File: src/core/frl_cfg.svh
// constants of the fan ramp limiter: offsets, fields, reset values, timing
`ifndef FRL_CFG_SVH
`define FRL_CFG_SVH
// register indices as printed; byte address is four times the index
`define FRL_IDX_CTRL1     32'h0000_0062
`define FRL_IDX_CTRL2     32'h0000_0063
// registers of our own, byte addresses
`define FRL_ADDR_CRIT     32'h0000_0190
`define FRL_ADDR_MINDUTY  32'h0000_0194
`define FRL_ADDR_STATUS   32'h0000_0198
// field positions
`define FRL_EN1_BIT       3
`define FRL_EN2_BIT       7
`define FRL_EN3_BIT       3
`define FRL_RATE1_LO      0
`define FRL_RATE2_LO      4
`define FRL_RATE3_LO      0
`define FRL_KEEPMIN_LO    5
`define FRL_HOT_BIT       24
// reset values
`define FRL_CTRL_RST      8'h00
`define FRL_CRIT_RST      24'h64_64_64
`define FRL_MIN_RST       24'h00_00_00
`define FRL_DUTY_RST      8'h00
// duty and timing
`define FRL_FULL_DUTY     8'hff
`define FRL_PWM_SLOTS     255
`define FRL_THERM_HYST    9'h004
`define FRL_RAMP_FULL_US  35000000
`define FRL_CLK_MHZ       100
`define FRL_SLOT_CYCLES   16
`define FRL_HTRANS_NONSEQ 2'h2
`define FRL_HSIZE_WORD    3'h2
`endif

File: src/core/frl_pkg.sv
// types of the fan ramp limiter
package frl_pkg;
    // bus data-phase state; one bit flips idle -> read, two bits flip idle -> write
    typedef enum logic [1:0] {
        FRL_IDLE  = 2'b00,
        FRL_READ  = 2'b01,
        FRL_WRITE = 2'b11
    } frl_bus_e;

    // complete register state of the block
    typedef struct packed {
        frl_bus_e    bus;
        logic [31:0] addr;
        logic [7:0]  ctrl1;
        logic [7:0]  ctrl2;
        logic [23:0] crit;
        logic [23:0] minDuty;
        logic [23:0] duty;
        logic [23:0] tick;
        logic [15:0] slotDiv;
        logic [7:0]  slotPos;
        logic        hot;
        logic [2:0]  pwm;
        logic [31:0] rdata;
    } frl_state_s;
endpackage : frl_pkg

File: src/core/frl_ramp_limiter.sv
// fan ramp limiter: three ramp-limited pwm fan drives behind an ahb-lite slave
//
// How it works
// - output 1 ramps only while bit 3 of register 0x62 is set.
// - output 2 ramps only while bit 7 of register 0x63 is set.
// - output 3 ramps only while bit 3 of register 0x63 is set.
// - the pwm period holds 255 slots; one slot is the smallest duty step.
// - bits 2:0 of 0x62 pick output 1 step: 1,2,3,5,8,12,24,48 slots.
// - bits 2:0 of 0x63 pick output 3 step with the same codes.
// - bits 6:4 of 0x63 pick output 2 step with the same codes.
// - target above stored duty raises the stored duty by the step.
// - target below stored duty lowers the stored duty by the step.
// - each stepped value is kept as the duty for the next compare.
// - step interval makes a one-slot full ramp take about 35 seconds.
// - any temperature above its limit drives all fans full until all are more than 4 below.
// - bits 7:5 of 0x62 choose off or minimum duty below the low threshold.
//
// register map, byte addresses on the ahb side
//   0x188: first ramp control; keep-min bits 7:5, out1 enable bit 3, out1 rate 2:0
//   0x18c: second ramp control; out2 enable bit 7, out2 rate 6:4,
//          out3 enable bit 3, out3 rate 2:0
//   0x190: critical limits, remote2 23:16, local 15:8, remote1 7:0
//   0x194: minimum duty per output, out3 23:16, out2 15:8, out1 7:0
//   0x198: status, read only; hot flag bit 24, stored duties below it
//   other addresses read zero and ignore writes
//
// bus timing
//   zero wait states; hreadyout is tied high and hresp is always okay
//   read data is staged at the address phase and stands until the next read
//   a write lands at the edge that ends its data phase
//   a read issued in the data phase of a write to the same register
//   returns the old value; a non-pipelined master never sees this
//
// ramp timing
//   one tick every RAMP_CYCLES clocks, free running from reset
//   a ramping output moves at most one step per tick, never past its target
//   a non-ramping output copies its target on every clock
//   the stored duty shows in status one edge after it changes
//   the pin follows one edge after the stored duty
//   switching ramping off lets the duty jump straight to the target;
//   switching it on starts from whatever duty was stored at that moment
//
// pwm timing
//   the slot position advances every SLOT_CYCLES clocks and wraps after 254
//   a pin is high while the slot position is below its duty
//   full duty holds the pin high for the whole period, with no low slot
//
// thermal override
//   any channel above its limit sets the hot flag on the next edge
//   the flag clears only once every channel sits more than 4 below its limit
//   while hot, every pin is forced high; stored duties keep ramping underneath,
//   so the fans resume from the ramped value, not from full, when it clears
//
// limitations
//   the temperature loop, spin-up and tachometer logic live elsewhere
//   hsize is accepted but ignored; only whole-word transfers are expected
//   the low-temperature choice feeds the ramp like any other target
//   no interrupt; the hot flag is only visible through status
//   tick and slot counters hold 24 and 16 bits, checked at elaboration
`timescale 1ns/1ps
`include "frl_cfg.svh"
module frl_ramp_limiter
    import frl_pkg::*;
#(
    parameter int RAMP_CYCLES = int'(longint'(`FRL_RAMP_FULL_US / `FRL_PWM_SLOTS)
                                     * `FRL_CLK_MHZ),
    parameter int SLOT_CYCLES = `FRL_SLOT_CYCLES
) (
    // clock and reset
    input  wire logic        sys_clk,
    input  wire logic        rstn,
    // ahb-lite slave
    input  wire logic        hsel,
    input  wire logic [31:0] haddr,
    input  wire logic [1:0]  htrans,
    input  wire logic        hwrite,
    input  wire logic [2:0]  hsize,
    input  wire logic [31:0] hwdata,
    input  wire logic        hready,
    output logic             hreadyout,
    output logic             hresp,
    output logic [31:0]      hrdata,
    // duty targets from the temperature loop, same clock
    input  wire logic [7:0]  targetDuty1,
    input  wire logic [7:0]  targetDuty2,
    input  wire logic [7:0]  targetDuty3,
    input  wire logic [2:0]  belowMinTemp,
    // channel temperatures, same clock
    input  wire logic [7:0]  tempRemote1,
    input  wire logic [7:0]  tempLocal,
    input  wire logic [7:0]  tempRemote2,
    // fan drive pins
    output logic             fanDriveOut1,
    output logic             fanDriveOut2,
    output logic             fanDriveOut3
);

    ////////////////////////////////////////////////////////////////////////////
    // elaboration checks

    // counters in the state struct are 24 and 16 bits wide
    if (RAMP_CYCLES < 1 || RAMP_CYCLES > 24'hff_ffff) begin : g_bad_ramp
        $error("RAMP_CYCLES out of range");
    end
    if (SLOT_CYCLES < 1 || SLOT_CYCLES > 16'hffff) begin : g_bad_slot
        $error("SLOT_CYCLES out of range");
    end

    localparam logic [23:0] RAMP_LAST = 24'(RAMP_CYCLES - 1);
    localparam logic [15:0] SLOT_LAST = 16'(SLOT_CYCLES - 1);
    localparam logic [7:0]  POS_LAST  = 8'(`FRL_PWM_SLOTS - 1);
    localparam logic [31:0] ADDR_CTRL1 = `FRL_IDX_CTRL1 << 2;
    localparam logic [31:0] ADDR_CTRL2 = `FRL_IDX_CTRL2 << 2;

    ////////////////////////////////////////////////////////////////////////////
    // functions

    // ramp code to slot count
    function automatic logic [7:0] stepOf(input logic [2:0] code);
        case (code)
            3'h0: stepOf = 8'h01;
            3'h1: stepOf = 8'h02;
            3'h2: stepOf = 8'h03;
            3'h3: stepOf = 8'h05;
            3'h4: stepOf = 8'h08;
            3'h5: stepOf = 8'h0c;
            3'h6: stepOf = 8'h18;
            default: stepOf = 8'h30;
        endcase
    endfunction : stepOf

    // one step of the stored duty toward the target, clamped at the target
    function automatic logic [7:0] rampOf(input logic [7:0] prev,
                                          input logic [7:0] tgt,
                                          input logic [7:0] step);
        logic [7:0] gap;
        gap = 8'h00;
        rampOf = prev;
        if (tgt > prev) begin
            gap = tgt - prev;
            rampOf = (gap <= step) ? tgt : 8'(prev + step);
        end else if (tgt < prev) begin
            gap = prev - tgt;
            rampOf = (gap <= step) ? tgt : 8'(prev - step);
        end
    endfunction : rampOf

    // register read decode, zero on unmapped addresses
    function automatic logic [31:0] readOf(input logic [31:0] a,
                                           input frl_state_s s);
        case (a)
            ADDR_CTRL1:        readOf = {24'h00_0000, s.ctrl1};
            ADDR_CTRL2:        readOf = {24'h00_0000, s.ctrl2};
            `FRL_ADDR_CRIT:    readOf = {8'h00, s.crit};
            `FRL_ADDR_MINDUTY: readOf = {8'h00, s.minDuty};
            `FRL_ADDR_STATUS:  readOf = {7'h00, s.hot, s.duty};
            default:           readOf = 32'h0000_0000;
        endcase
    endfunction : readOf

    ////////////////////////////////////////////////////////////////////////////
    // state

    frl_state_s st;
    frl_state_s next_st;

    logic [23:0] target;
    logic [23:0] temps;
    logic [2:0]  rampEn;
    logic [8:0]  rateCodes;

    // gather per-output inputs so the loops below can index them
    assign target = {targetDuty3, targetDuty2, targetDuty1};
    assign temps  = {tempRemote2, tempLocal, tempRemote1};
    assign rampEn = {st.ctrl2[`FRL_EN3_BIT], st.ctrl2[`FRL_EN2_BIT],
                     st.ctrl1[`FRL_EN1_BIT]};
    assign rateCodes = {st.ctrl2[`FRL_RATE3_LO +: 3], st.ctrl2[`FRL_RATE2_LO +: 3],
                        st.ctrl1[`FRL_RATE1_LO +: 3]};

    ////////////////////////////////////////////////////////////////////////////
    // next-state logic

    // bus, ramp, thermal override and pwm slot counter in one pass
    always_comb begin
        logic [7:0] tgt;
        logic       tickDone;
        logic       anyOver;
        logic       allClear;
        tgt      = 8'h00;
        tickDone = 1'b0;
        anyOver  = 1'b0;
        allClear = 1'b1;
        next_st  = st;

        // ahb data phase: writes land here, reads were staged at address phase
        if (st.bus == FRL_WRITE) begin
            case (st.addr)
                ADDR_CTRL1:        next_st.ctrl1   = hwdata[7:0];
                ADDR_CTRL2:        next_st.ctrl2   = hwdata[7:0];
                `FRL_ADDR_CRIT:    next_st.crit    = hwdata[23:0];
                `FRL_ADDR_MINDUTY: next_st.minDuty = hwdata[23:0];
                default:           next_st.ctrl1   = st.ctrl1;
            endcase
        end
        next_st.bus = FRL_IDLE;
        if (hsel && hready && htrans == `FRL_HTRANS_NONSEQ) begin
            next_st.addr = haddr;
            next_st.bus  = hwrite ? FRL_WRITE : FRL_READ;
            if (!hwrite) begin
                next_st.rdata = readOf(haddr, st);
            end
        end

        // update interval: one tick per full-scale slot time
        tickDone = (st.tick == RAMP_LAST);
        next_st.tick = tickDone ? 24'h00_0000 : 24'(st.tick + 1'b1);

        // per output: low-temperature choice, then ramp or follow
        for (int i = 0; i < 3; i++) begin
            if (belowMinTemp[i]) begin
                tgt = st.ctrl1[`FRL_KEEPMIN_LO + i] ? st.minDuty[i*8 +: 8]
                                                     : 8'h00;
            end else begin
                tgt = target[i*8 +: 8];
            end
            if (!rampEn[i]) begin
                next_st.duty[i*8 +: 8] = tgt;
            end else if (tickDone) begin
                next_st.duty[i*8 +: 8] = rampOf(st.duty[i*8 +: 8], tgt,
                                                stepOf(rateCodes[i*3 +: 3]));
            end
        end

        // critical temperature with hysteresis, over all channels
        for (int i = 0; i < 3; i++) begin
            if (temps[i*8 +: 8] > st.crit[i*8 +: 8]) begin
                anyOver = 1'b1;
            end
            if (9'({1'b0, temps[i*8 +: 8]}) + `FRL_THERM_HYST >= {1'b0, st.crit[i*8 +: 8]}) begin
                allClear = 1'b0;
            end
        end
        if (anyOver) begin
            next_st.hot = 1'b1;
        end else if (allClear) begin
            next_st.hot = 1'b0;
        end

        // pwm slot position, 255 slots per period
        if (st.slotDiv == SLOT_LAST) begin
            next_st.slotDiv = 16'h0000;
            next_st.slotPos = (st.slotPos == POS_LAST) ? 8'h00
                                                       : 8'(st.slotPos + 1'b1);
        end else begin
            next_st.slotDiv = 16'(st.slotDiv + 1'b1);
        end

        // pin is high for duty slots; full duty stays high all period
        for (int i = 0; i < 3; i++) begin
            if (st.hot) begin
                next_st.pwm[i] = 1'b1;
            end else begin
                next_st.pwm[i] = (st.duty[i*8 +: 8] == `FRL_FULL_DUTY) ||
                                 (st.slotPos < st.duty[i*8 +: 8]);
            end
        end
    end

    ////////////////////////////////////////////////////////////////////////////
    // state register

    // ramp state is cleared on reset so fans start from standstill
    always_ff @(posedge sys_clk or negedge rstn) begin
        if (!rstn) begin
            st.bus     <= FRL_IDLE;
            st.addr    <= 32'h0000_0000;
            st.ctrl1   <= `FRL_CTRL_RST;
            st.ctrl2   <= `FRL_CTRL_RST;
            st.crit    <= `FRL_CRIT_RST;
            st.minDuty <= `FRL_MIN_RST;
            st.duty    <= {3{`FRL_DUTY_RST}};
            st.tick    <= 24'h00_0000;
            st.slotDiv <= 16'h0000;
            st.slotPos <= 8'h00;
            st.hot     <= 1'b0;
            st.pwm     <= 3'h0;
            st.rdata   <= 32'h0000_0000;
        end else begin
            st <= next_st;
        end
    end

    ////////////////////////////////////////////////////////////////////////////
    // outputs

    // zero wait states, always okay; read data stands through the data phase
    assign hreadyout    = 1'b1;
    assign hresp        = 1'b0;
    assign hrdata       = st.rdata;
    assign fanDriveOut1 = st.pwm[0];
    assign fanDriveOut2 = st.pwm[1];
    assign fanDriveOut3 = st.pwm[2];

endmodule : frl_ramp_limiter

File: config.mk
export PLATFORM = sky130hd
export DESIGN_NAME = frl_ramp_limiter
export DESIGN_NICKNAME = d
export VERILOG_FILES = /design/src/core/frl_pkg.sv /design/src/core/frl_ramp_limiter.sv
export VERILOG_INCLUDE_DIRS = /design/src /design/src/core
export SDC_FILE = /design/constraint.sdc
export NUM_CORES = 1
export LEC_CHECK = 0
export CAP_MARGIN = 20
export CORE_ASPECT_RATIO = 2
export CORE_MARGIN = 2
export CORE_UTILIZATION = 25
export DETAILED_ROUTE_END_ITERATION = 10
export DONT_BUFFER_PORTS = 1
export HOLD_SLACK_MARGIN = 0.08
export REMOVE_ABC_BUFFERS = 1
export SYNTH_ARGS = -nofsm -noshare
export SYNTH_HDL_FRONTEND = slang
export SYNTH_SLANG_ARGS = --single-unit
File: constraint.sdc
create_clock -name sys_clk -period 4.5 [get_ports sys_clk]
set_input_delay 0.225 -clock sys_clk [delete_from_list [all_inputs] [get_ports sys_clk]]
set_output_delay 0.225 -clock sys_clk [all_outputs]
set_load 0.01 [all_outputs]
==> summary.md <==
| Metric | Value |
|---|---|
| Clock-pin slew on the worst setup and hold paths | 0.08 ns |
| Worst Reg-to-Reg Cells | 17 |
| Layout cells sized above 1 | 8.33% |
| P_leak | 0.00840 µW |
| PD cells | 243 nW/µm² |
| CP Data Required Time | 4.84 ns |
| EDFF count, synth | 0 |
| Die H | 363 µm |
| Clk_lat worst skew | 0.47 ns |
| GR Util All Layers | 17.4% |
| Vias per cell | 5.25 |
| Vias | 14500 |
| Skew final | 0.0135 ns |
| Commonest cells after routing, fill and taps aside | nand2_1, dfrtp_1, ha_1, o21ai_0, inv_1 |
| Largest net degree at the start of global routing | 200 |
| Worst slew pin tran | 1.11 ns |
| RePlAce Congestion | 0.934 |
| Min-Delay Path Class | in2async |
| Final WL | 58.4 mm |
| Hold_buf cts | 60 |
| Yosys reg bits | 199 |
| Final hold vios | 199 |
| Arrival time worst endpoint | 4.55 ns |
| Ys flop type | dfrtp_1 |
| Total grt overflow | 0 |
| Final setup fails | 0 |
| Fin nets | 2252 |
| Clk buf depth | 2 |
| Multiplexer share of the synthesized area | 4.27% |
| 1st-pass router iterations | 6 |
| Violated checks | negative hold slack |
| CP Max Fanout | 7 |
| Post-synthesis adder-cell area fraction | 14.7% |
| CTS root buf | clkbuf_16 |
| Startpoint Class | register |
| # DRC | 0 |
| Worst setup EP type | register |
| Most common library cell in the layout ignoring fill and taps | nand2_1 |
| P&R area growth vs syn | 13.4% |
| Fin crit share | 93.6% |
| Core Util, Final | 28.7% |
| Max-cap violations | 0 |
| Synth top area cells | dfrtp_1, ha_1, nand2_1 |
| Minimum clock period | 4.21 ns |
| Setup TNS | 0 ns |
| Mapped Cells | 1905 |
| RSZ-0062 raised after global routing | no |
| Yosys warns | 0 |
| VDD IR-drop max | 0.280 mV |
| Port bufs | 0 |
| Initial Utilization | 25.3% |
| H-tree Lvls | 4 |
| Yosys cell types | 82 |
| Standard-cell row count | 131 |
| Total power | 4450 µW |
| Initial antenna violation count | 5 |
| CTS Sinks | 199 |
| Post-synth top area share | 29.4% |
| Synth Area in XOR/XNOR | 5.75% |
| WL/cell | 21.2 µm |
| Crit path kind | reg2reg |
| Maximum clock rate | 238 MHz |
| I/O Pins | 162 |
| Setup Buffers After CTS | 0 |
| Mapped Avg Cell Area | 8.48 µm² |
| Fill count | 6793 |
| Synth Area in Simple Gates | 20.0% |
| DPL Wire Length | 46.3 mm |
| Relative slew slack | 24.3% |
| Initial drt markers | 802 |
| First-pass GRT wire length | 87.8 mm |
| Post-synthesis compound-gate area fraction | 18.0% |
| Die width | 184 µm |
| Largest family of logic cells by synthesized area | simple AND/OR/NAND/NOR gates |
| Slew Limit Fails | 0 |
| Run status | finished, violations left |
| Hold slack final | -0.544 ns |
| Register area share after synthesis | 30.9% |
| Synth area leader | dfrtp_1 |
| CTS tree | built |
| Final ANT Viol Nets | 0 |
| Die Area | 66800 µm² |
| Syn Std Cell Area | 16200 µm² |
| Async SR Flop Fraction | 100% |
| Vias in the first global route | 15300 |
| Core footprint | 63900 µm² |
| TritonCTS Buffers | 17 |
-- logic make-up (layout without fill, tap and decap cells) --
| logic type | Yosys count | after routing |
|---|---|---|
| muxes | 63 | 63 |
| buffers and inverters | 236 | 280 |
| AOI/OAI and AO/OA | 452 | 452 |
| adders and majority gates | 184 | 184 |
| other | 2 | 11 |
| DFF | 199 | 199 |
| and+or+nand+nor | 663 | 663 |
| xor gates and xnor gates | 106 | 106 |
-- worst max-delay path, cell delays in order, from the launching register on --
cell and delay [ns]:
dfrtp_1 0.47, nand3_1 0.29, nand2_1 0.23, ha_1 0.30, ha_1 0.24, and3_1 0.18
a41oi_1 0.23, and3_1 0.21, xnor2_1 0.12, ha_1 0.26, nand2_1 0.09, a21oi_1 0.05
a2111oi_0 0.41, o221a_2 0.31, mux2i_2 0.12, o21ai_0 0.35, buf_4 0.18, a211oi_1 0.06
-- stage by stage --
stage / setup WS [ns] / instances / hold slack, ns / instance area, µm²
global placement: 0.255 / 2662 / -0.0637 / 17100
floorplan: 0.371 / 1813 / -0.0706 / 15700
detailed placement: 0.249 / 2662 / -0.0659 / 17100
finish: 0.290 / 2756 / -0.544 / 18300
CTS: 0.234 / 2754 / -0.573 / 18300
global route: 0.00445 / 2756 / -0.568 / 18300
-- layer usage --
layer  GRT usage [%]  wire length [µm]
met5               0                11
met2            32.9             31300
met3            2.90              2580
met4            14.9              5180
met1            15.9             19400
-- cell usage after synthesis, types with 34 or more instances --
cell type,n
nor2_1,94
xor2_1,44
a21oi_1,76
xnor2_1,62
nand2_1,267
a21o_1,38
ha_1,175
nand3_1,71
inv_1,137
dfrtp_1,190
nor2b_1,34
mux2_2,47
buf_4,34
o21ai_0,143
clkbuf_1,55
-- power by group --
| group | internal, µW | switching [µW] | leakage (µW) | total [µW] |
|---|---|---|---|---|
| logic | 391 | 502 | 0.00558 | 893 |
| clock network | 862 | 802 | 0.000299 | 1660 |
| registers | 1850 | 45.8 | 0.00253 | 1900 |
-- path summary, 6_finish.rpt --
path,end,startpoint,slack (ns)
setup / recovery,st[90],st[169],0.29
hold / removal,st[122],rstn,-0.54
setup reg to reg,st[90],st[169],0.29
hold reg to reg,st[44],st[44],0.46
max in group asynchronous,st[170],rstn,4.60
min in group sys_clk,hrdata[14],haddr[2],0.10
-- layout make-up --
class                      count  area, µm²  area share [%]
inverter                     137        514            2.81
clock inverter                14        185            1.01
antenna                        2       5.00          0.0273
timing repair buffer         111        983            5.37
tap                          798        998            5.45
multi-input combinational   1477      10200            55.7
sequential                   199       4990            27.2
clock buffer                  18        439            2.40
-- registers in the layout, indices dropped and copies added, names as in the netlist --
register,count
fanDriveOut1,1
rateCodes,9
hrdata,25
fanDriveOut3,1
fanDriveOut2,1
st,159
rampEn,3
-- what timing repair did --
item	CTS	global route
resized for setup	0	3
endpoints found under the hold margin	300	199
setup endpoints to repair	0	5
No activity file was read; power rests on OpenSTA's default activity.
